**config.mk**
```make
export PLATFORM = sky130hd
export DESIGN_NAME = adc9_12_digital_proc_config
export DESIGN_NICKNAME = d
export VERILOG_FILES = /design/src/adc_proc_pkg.sv /design/src/sample_fifo.sv /design/src/sample_proc.sv /design/src/adc9_12_digital_proc_config.sv
export SDC_FILE = /design/constraint.sdc
export NUM_CORES = 2
export LEC_CHECK = 0
export ABC_AREA = 0
export BUFFER_PORTS_ARGS = -buffer_cell sky130_fd_sc_hd__buf_2
export CORE_AREA = 3 3 332 334
export DETAILED_ROUTE_END_ITERATION = 16
export DIE_AREA = 0 0 335 337
export GPL_ROUTABILITY_DRIVEN = 1
export HOLD_SLACK_MARGIN = 0.1
export PLACE_DENSITY_LB_ADDON = 0.2
export SYNTH_ARGS = -nofsm -noshare
export SYNTH_HDL_FRONTEND = slang
export SYNTH_HIERARCHICAL = 1
export SYNTH_SLANG_ARGS = --single-unit
```
**constraint.sdc**
```tcl
create_clock -name sys_clk -period 22.2 [get_ports sys_clk]
set_input_delay 2.22 -clock sys_clk [delete_from_list [all_inputs] [get_ports sys_clk]]
set_output_delay 2.22 -clock sys_clk [all_outputs]
set_load 0.01 [all_outputs]
```
**src/adc_proc_pkg.sv**
```systemverilog
// shared constants, register map and stream types for the converter 9-12 post-processing block
`default_nettype none
package adc_proc_pkg;
  // ****************************************
  // register indices (byte address = 4 x index)
  // ****************************************
  localparam logic [5:0] IDX_GLOBAL = 6'h03;
  localparam logic [5:0] IDX_PATSEL = 6'h04;
  localparam logic [5:0] IDX_C11_ODD = 6'h29;
  localparam logic [5:0] IDX_C11_EVEN = 6'h2A;
  localparam logic [5:0] IDX_C12_ODD = 6'h2B;
  localparam logic [5:0] IDX_C12_EVEN = 6'h2C;
  localparam logic [5:0] IDX_PAT_HPF = 6'h2D;
  localparam logic [5:0] IDX_STATUS = 6'h3E;
  // ****************************************
  // field positions and reset values
  // ****************************************
  localparam int GAIN_EN_BIT = 12;
  localparam int OFFSET_EN_BIT = 8;
  localparam int PATSEL_BIT = 8;
  localparam int GAIN_MSB = 15;
  localparam int GAIN_LSB = 11;
  localparam int OFFSET_MSB = 9;
  localparam int OFFSET_LSB = 0;
  localparam int PRBS_LANE9_BIT = 15;
  localparam int PAT9_LSB = 9;
  localparam int PAT10_LSB = 6;
  localparam int PAT_W = 3;
  localparam int ROUND_BIT = 5;
  localparam int CORNER_LSB = 1;
  localparam int CORNER_W = 4;
  localparam int HPF_EN_BIT = 0;
  localparam int STATUS_LEVEL_LSB = 0;
  localparam int STATUS_FULL_BIT = 8;
  localparam int STATUS_VALID_BIT = 9;
  localparam logic [15:0] REG_RESET = 16'h0000;
  // ****************************************
  // datapath sizes and constants
  // ****************************************
  localparam int FIFO_DEPTH = 32;
  localparam int LEVEL_W = $clog2(FIFO_DEPTH) + 1;
  localparam int GAIN_FRAC = 14;
  localparam int HPF_FRAC = 10;
  localparam logic signed [25:0] ROUND_HALF = 26'sh000_0200;
  localparam logic [15:0] GAIN_UNITY = 16'h4000;
  localparam logic [14:0] PRBS_SEED = 15'h7FFF;
  // gain in steps of 0.2 dB, unsigned with 14 fraction bits
  localparam logic [15:0] GAIN_TABLE [32] = '{
    16'h4000, 16'h417E, 16'h4304, 16'h4494, 16'h462D, 16'h47CF, 16'h497B, 16'h4B32,
    16'h4CF2, 16'h4EBD, 16'h5092, 16'h5273, 16'h545F, 16'h5656, 16'h5858, 16'h5A67,
    16'h5C82, 16'h5EAA, 16'h60DE, 16'h6320, 16'h656F, 16'h67CC, 16'h6A37, 16'h6CB0,
    16'h6F38, 16'h71CF, 16'h7476, 16'h772D, 16'h79F3, 16'h7CCB, 16'h7FB3, 16'h82AC};
  // ****************************************
  // carriers
  // ****************************************
  typedef struct packed {
    logic [1:0] conv; // 0..3 = converters 9..12
    logic odd;
    logic signed [13:0] data;
  } sample_type;
  typedef struct packed {
    logic [1:0] lane; // 0..3 = outputs 9..12
    logic prbs;
    logic [2:0] pattern;
    logic [13:0] data;
  } lane_word_type;
  typedef struct packed {
    logic [4:0] gain;
    logic [9:0] offset;
  } gain_offset_type;
  typedef struct packed {
    logic gainEn;
    logic offsetEn;
    logic hpfEn;
    logic roundEn;
    logic [3:0] corner;
    gain_offset_type [3:0] go; // index {converter 12, odd}
  } proc_cfg_type;
endpackage
`default_nettype wire

```
**src/sample_fifo.sv**
```systemverilog
// word fifo with registered read data, standing between processing and the lanes
`timescale 1ns/1ps
`default_nettype none
module sample_fifo #(
  parameter int WIDTH = 20,
  parameter int DEPTH = 32
) (
  input wire logic sys_clk, // system clock
  input wire logic reset, // sync reset, high
  input wire logic wrValid, // write request
  output logic wrReady, // room left
  input wire logic [WIDTH-1:0] wrData, // write word
  output logic rdValid, // read word present
  input wire logic rdReady, // reader takes word
  output logic [WIDTH-1:0] rdData, // read word, registered
  output logic [$clog2(DEPTH):0] level // words in storage
);
  localparam int AW = $clog2(DEPTH);
  localparam logic [AW:0] FULL = (AW+1)'(DEPTH);
  logic [WIDTH-1:0] mem [DEPTH];
  logic [AW-1:0] wrPtr;
  logic [AW-1:0] rdPtr;
  logic [AW:0] count;
  logic push;
  logic pop;

  // handshakes; output stage refills as soon as it empties
  assign wrReady = count != FULL;
  assign push = wrValid && wrReady;
  assign pop = (count != '0) && (!rdValid || rdReady);
  assign level = count;

  // storage and pointers
  always_ff @(posedge sys_clk) begin
    if (push) begin
      mem[wrPtr] <= wrData;
    end
  end
  always_ff @(posedge sys_clk) begin
    if (reset) begin
      wrPtr <= '0;
      rdPtr <= '0;
      count <= '0;
    end else begin
      if (push) wrPtr <= wrPtr + 1'b1;
      if (pop) rdPtr <= rdPtr + 1'b1;
      count <= count + (AW+1)'(push) - (AW+1)'(pop);
    end
  end

  // registered read port
  always_ff @(posedge sys_clk) begin
    if (reset) begin
      rdValid <= 1'b0;
      rdData <= '0;
    end else if (pop) begin
      rdValid <= 1'b1;
      rdData <= mem[rdPtr];
    end else if (rdReady) begin
      rdValid <= 1'b0;
    end
  end
endmodule // sample_fifo
`default_nettype wire

```
**src/sample_proc.sv**
```systemverilog
// offset, gain and high-pass stage for one sample stream of converters 9 to 12
`timescale 1ns/1ps
`default_nettype none
module sample_proc (
  input wire logic sys_clk, // system clock
  input wire logic reset, // sync reset, high
  input wire adc_proc_pkg::proc_cfg_type cfg, // settings from registers
  input wire logic inValid, // sample offered
  output logic inReady, // sample taken
  input wire adc_proc_pkg::sample_type inSample, // raw sample
  output logic outValid, // processed sample present
  input wire logic outReady, // downstream takes it
  output var adc_proc_pkg::sample_type outSample // processed sample, registered
);
  logic inFire;
  logic apply;
  adc_proc_pkg::gain_offset_type sel;
  logic [15:0] gSel;
  logic signed [9:0] offs;
  logic signed [15:0] diff;
  logic signed [31:0] prod;
  logic signed [13:0] scaled;
  logic signed [23:0] acc [4];
  logic signed [23:0] accSel;
  logic signed [24:0] err;
  logic signed [13:0] truncOut;
  logic signed [13:0] roundOut;
  logic signed [13:0] result;

  function automatic logic signed [13:0] sat14(input logic signed [25:0] v);
    if (v > 26'sh1FFF) return 14'sh1FFF;
    if (v < 26'sh3FF_E000) return 14'sh2000;
    return v[13:0];
  endfunction

  // ****************************************
  // offset and gain
  // ****************************************
  assign inReady = !outValid || outReady;
  assign inFire = inValid && inReady;
  // only converters 11 and 12 are trimmed here
  assign apply = inSample.conv[1];
  assign sel = cfg.go[{inSample.conv[0], inSample.odd}];
  assign offs = (cfg.offsetEn && apply) ? $signed(sel.offset) : '0;
  assign gSel = (cfg.gainEn && apply) ? adc_proc_pkg::GAIN_TABLE[sel.gain]
                                      : adc_proc_pkg::GAIN_UNITY;
  // offset is in 14-bit steps, so it subtracts straight from the sample
  assign diff = 16'(inSample.data) - 16'(offs);
  assign prod = 32'(diff) * $signed({16'h0000, gSel});
  assign scaled = sat14(26'(prod >>> adc_proc_pkg::GAIN_FRAC));

  // ****************************************
  // high-pass: subtract a tracked dc estimate per converter
  // ****************************************
  assign accSel = acc[inSample.conv];
  assign err = (25'(scaled) <<< adc_proc_pkg::HPF_FRAC) - 25'(accSel);
  assign truncOut = sat14(26'(err >>> adc_proc_pkg::HPF_FRAC));
  assign roundOut = sat14((26'(err) + adc_proc_pkg::ROUND_HALF) >>> adc_proc_pkg::HPF_FRAC);
  // filter off means a plain bypass
  assign result = !cfg.hpfEn ? scaled : (cfg.roundEn ? roundOut : truncOut);

  // estimate moves by 2^-k of the error; held while the filter is off
  always_ff @(posedge sys_clk) begin
    if (reset) begin
      for (int i = 0; i < 4; i++) acc[i] <= '0;
    end else if (inFire && cfg.hpfEn) begin
      acc[inSample.conv] <= accSel + 24'(err >>> cfg.corner);
    end
  end

  // output register; holds while downstream stalls
  always_ff @(posedge sys_clk) begin
    if (reset) begin
      outValid <= 1'b0;
      outSample <= '0;
    end else begin
      if (inReady) outValid <= inValid;
      if (inFire) outSample <= {inSample.conv, inSample.odd, result};
    end
  end
endmodule // sample_proc
`default_nettype wire

```
**src/adc9_12_digital_proc_config.sv**
```systemverilog
// configuration registers and sample path for converters 9 to 12 and lanes 9 to 12
//
// Notes on behaviour
// - gain field value N gives N times 0.2 dB digital gain.
// - gain fields act only while the global gain enable is set.
// - offset field is two's complement, 14-bit steps, subtracted from sample.
// - offset fields act only while the global offset enable is set.
// - odd and even samples each use their own gain and offset.
// - prbs bits 15..12 pick prbs on lanes 9..12 under per-lane select.
// - pattern fields for lanes 9 and 10 act only under per-lane select.
// - high-pass output truncated when bit 5 clear, rounded when set.
// - bits 4..1 hold the corner k, 2 to 10, used when filter enabled.
// - bit 0 enables the high-pass filter; clear bypasses it.
//
// Decided for this implementation: the APB interface to the registers.
`timescale 1ns/1ps
`default_nettype none
module adc9_12_digital_proc_config (
  input wire logic sys_clk, // 20 MHz system clock
  input wire logic reset, // sync reset, high
  input wire logic psel, // apb select
  input wire logic penable, // apb access phase
  input wire logic pwrite, // apb direction
  input wire logic [7:0] paddr, // apb byte address
  input wire logic [31:0] pwdata, // apb write data
  input wire logic [3:0] pstrb, // apb byte strobes
  output logic pready, // apb ready
  output logic [31:0] prdata, // apb read data
  output logic pslverr, // apb error
  input wire logic sampleValid, // raw sample offered
  output logic sampleReady, // raw sample taken
  input wire adc_proc_pkg::sample_type sample, // raw sample
  output logic laneValid, // lane word present
  input wire logic laneReady, // serializer takes word
  output var adc_proc_pkg::lane_word_type laneWord // lane word, registered
);
  // ****************************************
  // declarations
  // ****************************************
  logic [15:0] goWord [4];
  logic [15:0] patCtrl;
  logic globalGainEnable;
  logic globalOffsetEnable;
  logic perLanePatternSelect;
  logic [5:0] regIdx;
  logic goHit;
  logic [1:0] goIdx;
  logic mapped;
  logic [15:0] rdValue;
  logic setupPhase;
  logic wrEn;
  adc_proc_pkg::proc_cfg_type cfg;
  logic procValid;
  adc_proc_pkg::sample_type procOut;
  logic fifoReady;
  adc_proc_pkg::lane_word_type fifoIn;
  logic push;
  logic prbsOn;
  logic [14:0] prbsState;
  logic [adc_proc_pkg::LEVEL_W-1:0] fifoLevel;
  logic [2:0] lane9Pattern;
  logic [2:0] lane10Pattern;

  // keeps unwritten byte lanes
  function automatic logic [15:0] merge(input logic [15:0] old, input logic [31:0] d,
                                        input logic [3:0] s);
    return {s[1] ? d[15:8] : old[15:8], s[0] ? d[7:0] : old[7:0]};
  endfunction

  // ****************************************
  // apb decode
  // ****************************************
  assign regIdx = paddr[7:2];
  assign pready = 1'b1; // zero wait states
  assign setupPhase = psel && !penable;
  // error is latched in setup, so a refused write never lands
  assign wrEn = psel && penable && pwrite && !pslverr;

  // gain and offset words, indexed {converter 12, odd}
  always_comb begin
    goHit = 1'b1;
    goIdx = 2'h0;
    case (regIdx)
      adc_proc_pkg::IDX_C11_ODD: goIdx = 2'h1;
      adc_proc_pkg::IDX_C11_EVEN: goIdx = 2'h0;
      adc_proc_pkg::IDX_C12_ODD: goIdx = 2'h3;
      adc_proc_pkg::IDX_C12_EVEN: goIdx = 2'h2;
      default: goHit = 1'b0;
    endcase
  end

  // read mux; bits not held read as zero
  always_comb begin
    rdValue = '0;
    mapped = 1'b1;
    if (goHit) begin
      rdValue = goWord[goIdx];
    end else begin
      case (regIdx)
        adc_proc_pkg::IDX_GLOBAL: begin
          rdValue[adc_proc_pkg::GAIN_EN_BIT] = globalGainEnable;
          rdValue[adc_proc_pkg::OFFSET_EN_BIT] = globalOffsetEnable;
        end
        adc_proc_pkg::IDX_PATSEL: rdValue[adc_proc_pkg::PATSEL_BIT] = perLanePatternSelect;
        adc_proc_pkg::IDX_PAT_HPF: rdValue = patCtrl;
        adc_proc_pkg::IDX_STATUS: begin
          rdValue[adc_proc_pkg::STATUS_LEVEL_LSB +: adc_proc_pkg::LEVEL_W] = fifoLevel;
          rdValue[adc_proc_pkg::STATUS_FULL_BIT] = !fifoReady;
          rdValue[adc_proc_pkg::STATUS_VALID_BIT] = laneValid;
        end
        default: mapped = 1'b0;
      endcase
    end
  end

  // answer captured in setup, presented through the access phase
  always_ff @(posedge sys_clk) begin
    if (reset) begin
      prdata <= 32'h0000_0000;
      pslverr <= 1'b0;
    end else if (setupPhase) begin
      prdata <= {16'h0000, rdValue};
      pslverr <= !mapped || (pwrite && regIdx == adc_proc_pkg::IDX_STATUS);
    end
  end

  // ****************************************
  // register writes
  // ****************************************
  // gain and offset words
  always_ff @(posedge sys_clk) begin
    if (reset) begin
      for (int i = 0; i < 4; i++) goWord[i] <= adc_proc_pkg::REG_RESET;
    end else if (wrEn && goHit) begin
      goWord[goIdx] <= merge(goWord[goIdx], pwdata, pstrb);
    end
  end

  // pattern and filter word
  always_ff @(posedge sys_clk) begin
    if (reset) begin
      patCtrl <= adc_proc_pkg::REG_RESET;
    end else if (wrEn && regIdx == adc_proc_pkg::IDX_PAT_HPF) begin
      patCtrl <= merge(patCtrl, pwdata, pstrb);
    end
  end

  // global enables; each sits in byte lane 1
  always_ff @(posedge sys_clk) begin
    if (reset) begin
      globalGainEnable <= 1'b0;
      globalOffsetEnable <= 1'b0;
      perLanePatternSelect <= 1'b0;
    end else if (wrEn) begin
      if (regIdx == adc_proc_pkg::IDX_GLOBAL && pstrb[adc_proc_pkg::GAIN_EN_BIT / 8]) begin
        globalGainEnable <= pwdata[adc_proc_pkg::GAIN_EN_BIT];
        globalOffsetEnable <= pwdata[adc_proc_pkg::OFFSET_EN_BIT];
      end
      if (regIdx == adc_proc_pkg::IDX_PATSEL && pstrb[adc_proc_pkg::PATSEL_BIT / 8]) begin
        perLanePatternSelect <= pwdata[adc_proc_pkg::PATSEL_BIT];
      end
    end
  end

  // ****************************************
  // settings to the datapath
  // ****************************************
  // bit 10 is stored but unused; host keeps it zero
  always_comb begin
    cfg.gainEn = globalGainEnable;
    cfg.offsetEn = globalOffsetEnable;
    cfg.hpfEn = patCtrl[adc_proc_pkg::HPF_EN_BIT];
    cfg.roundEn = patCtrl[adc_proc_pkg::ROUND_BIT];
    // out-of-range k is not trapped: behaviour is left to the host
    cfg.corner = patCtrl[adc_proc_pkg::CORNER_LSB +: adc_proc_pkg::CORNER_W];
    for (int i = 0; i < 4; i++) begin
      cfg.go[i].gain = goWord[i][adc_proc_pkg::GAIN_MSB:adc_proc_pkg::GAIN_LSB];
      cfg.go[i].offset = goWord[i][adc_proc_pkg::OFFSET_MSB:adc_proc_pkg::OFFSET_LSB];
    end
  end

  sample_proc proc (
    .sys_clk(sys_clk),
    .reset(reset),
    .cfg(cfg),
    .inValid(sampleValid),
    .inReady(sampleReady),
    .inSample(sample),
    .outValid(procValid),
    .outReady(fifoReady),
    .outSample(procOut)
  );

  // ****************************************
  // test pattern substitution
  // ****************************************
  assign lane9Pattern = patCtrl[adc_proc_pkg::PAT9_LSB +: adc_proc_pkg::PAT_W];
  assign lane10Pattern = patCtrl[adc_proc_pkg::PAT10_LSB +: adc_proc_pkg::PAT_W];
  // lane n uses prbs bit 15-n; all gated by per-lane select
  assign prbsOn = perLanePatternSelect
                  && patCtrl[adc_proc_pkg::PRBS_LANE9_BIT - int'(procOut.conv)];
  assign push = procValid && fifoReady;

  // pattern codes pass as codes; the serializer owns their encoding
  always_comb begin
    fifoIn.lane = procOut.conv;
    fifoIn.prbs = prbsOn;
    fifoIn.pattern = 3'h0;
    if (perLanePatternSelect && procOut.conv == 2'h0) fifoIn.pattern = lane9Pattern;
    if (perLanePatternSelect && procOut.conv == 2'h1) fifoIn.pattern = lane10Pattern;
    fifoIn.data = prbsOn ? prbsState[13:0] : procOut.data;
  end

  // one shared prbs-15 source, stepped per prbs word so stalls do not skip values
  always_ff @(posedge sys_clk) begin
    if (reset) begin
      prbsState <= adc_proc_pkg::PRBS_SEED;
    end else if (push && prbsOn) begin
      prbsState <= {prbsState[13:0], prbsState[14] ^ prbsState[13]};
    end
  end

  sample_fifo #(
    .WIDTH($bits(adc_proc_pkg::lane_word_type)),
    .DEPTH(adc_proc_pkg::FIFO_DEPTH)
  ) fifo (
    .sys_clk(sys_clk),
    .reset(reset),
    .wrValid(procValid),
    .wrReady(fifoReady),
    .wrData(fifoIn),
    .rdValid(laneValid),
    .rdReady(laneReady),
    .rdData(laneWord),
    .level(fifoLevel)
  );
endmodule // adc9_12_digital_proc_config
`default_nettype wire

```
==> flow_summary.ini <==
[sta]
fin_crit_sh_pct = 88.8
timing.fmax_ghz = 0.0507
timing.final.ws_setup_ns = 2.49
min_period_ns = 19.71
setup-violations-final = 0
worst-slew-pin-transition_ns = 1.29
max-slew-margin-rel_pct = 14.1
hold_viol = 0
grt_setup_unrepaired = no
finalSetupTns_ns = 0
holdWs_ns = 0.464
fin_skew_ns = 0.115
slew_viol_final = 0

[clock_network]
post-cts-setup-buffers = 0
clock-sinks = 905
numCtsBuffers = 95
cts_hold_buf = 0
clk_pin_slew_worst_paths_ns = 0.06
root_buffer = clkbuf_16
cts_tree = done
h-tree-depth = 3
cts_buffer_depth = 3
insertion_delay_ns = 0.71
cts_resized = 0

[routing]
wl_met3_um = 9590
routedWlPerCell_um = 23.8
drc = 0
route.met2.wl_um = 63000
dr.pass1.iters = 6
dr.first_iter.drc_count = 3065
drt-met1-wl_um = 59200
routed_wl_um = 134000
num_vias = 33616
antenna_left = 0
viasPerCell = 5.96
highest_layer = met4

[placement]
gp_congestion = 0.883
pre_cts_slack_ns = 1.91
port_buffers = 86
dp_hpwl_um = 88800

[critical_path]
r2r_slack_ns = 4.16
end_kind = flip-flop
reg2regPathDepth = 73
cp.required_ns = 22.61
crit_fanout = 16
startpoint_type = input port
cpPeakStageDelay_ns = 0.61
crit_type = input port to flip-flop
cp_common_cell = a21o_1
r2r_end = proc/acc[1][22]
critPathArrivalTime_ns = 20.12
r2r-start = globalOffsetEnable
cp_slowest_cell = mux4_2

[die]
die_h_um = 337
rows = 120
die_w_um = 335
num_io_pins = 124
coreArea_sq_um = 107000
dieArea_sq_um = 113000
start_util_pct = 47.8

[grt]
grt_antenna_before_repair = 2
grt_usage_pct = 23.9
grt_overflow = 0
grt_pass1_vias = 33640
grt_max_degree = 106
grt_pass1_wl_um = 206000

[pwr]
p_leak_nw = 20.8
p_per_area_nw_per_um2 = 88.2
peakVddDrop_v = 0.0000776

[run_status]
status = complete, no violations

[finish]
utilization_pct = 52.7
layout_commonest_cell = edfxtp_1
layout_common_cells = 800 x edfxtp_1, 332 x nand2_1, 320 x nor2_1
area_growth_pct = 10.1
drive_above_1_share_pct = 14.5
nets = 4598

[hold_path]
hold_path.startpoint = proc/outSample[2]
hold_path.class = flip-flop to flip-flop
worstHoldEndpoint = proc/outSample[2]
hold_depth = 2

[logic_synthesis]
syn-cell-area_sq_um = 51300
yosysWarnings = 6
avgSynthCellArea_sq_um = 12.5
syn_inst = 4116

[flow_run]
max_cap_viol_count = 0
-- metal layers --
| metal | GRT usage [%] | vias to the layer above |
|---|---|---|
| met5 | 0 | - |
| met4 | 5.35 | 0 |
| met3 | 3.88 | 167 |
| met2 | 38.8 | 1154 |
| met1 | 34.2 | 17040 |
| li1 | - | 15255 |
-- worst max path at each step --
stage	start	endpoint	slack [ns]	cells past startpoint
finish	sample[14]	proc/acc[1][22]	2.49	74
global route	sample[14]	proc/acc[1][22]	1.10	74
CTS	sample[14]	proc/acc[1][22]	2.61	74
detailed placement	sample[14]	proc/acc[1][22]	1.91	74
global placement	sample[14]	proc/acc[1][22]	1.93	74
floorplan	sample[15]	proc/acc[0][22]	2.76	77
-- flip-flops by register name, summed over array words and instances (netlist names), 6 cells and up --
register and cells:
proc/acc 96, proc/outSample 16, patCtrl 16, fifo/level 6, prbsState 15, goWord 64
fifo/mem 640, fifo/rdData 20, prdata 16
-- critical path, delay by kind of cell --
kind / cells / cell delay, ns
multiplexers: 3 / 1.13
adder cells (fa/ha/maj): 10 / 4.22
AND/OR/NAND/NOR: 10 / 2.09
buffers and inverters: 8 / 1.18
AO/OA/AOI/OAI: 41 / 8.63
XOR/XNOR: 2 / 0.62
-- where the power goes --
| part | internal [W] | switching [W] | leakage (nW) | total (W) |
|---|---|---|---|---|
| clock | 0.000879 | 0.000671 | 1.47 | 0.00155 |
| sequential | 0.00192 | 0.0000394 | 8.25 | 0.00196 |
| combinational | 0.000587 | 0.000885 | 11.1 | 0.00147 |
-- through the flow --
| stage | instance area (sq um) | std cells | power, W |
|---|---|---|---|
| 2_1_floorplan | 51400 | 4131 | 0.00308 |
| 3_3_place_gp | 53400 | 5464 | 0.00344 |
| 3_5_place_dp | 53400 | 5464 | 0.00345 |
| 4_1_cts | 56500 | 5639 | 0.00500 |
| 5_1_grt | 56500 | 5640 | 0.00521 |
| 6_report | 56500 | 5642 | 0.00498 |
-- layout make-up --
type	count	area, sq um
fillers	9237	50700
flip-flops and latches	905	26100
multi-input cells	2680	23200
clock buffers	131	2570
well taps	1403	1760
repair buffers	177	1140
inverters	299	1120
clock inverters	44	507
diodes	3	7.51
Note: power is estimated with default switching activity, not from simulation.
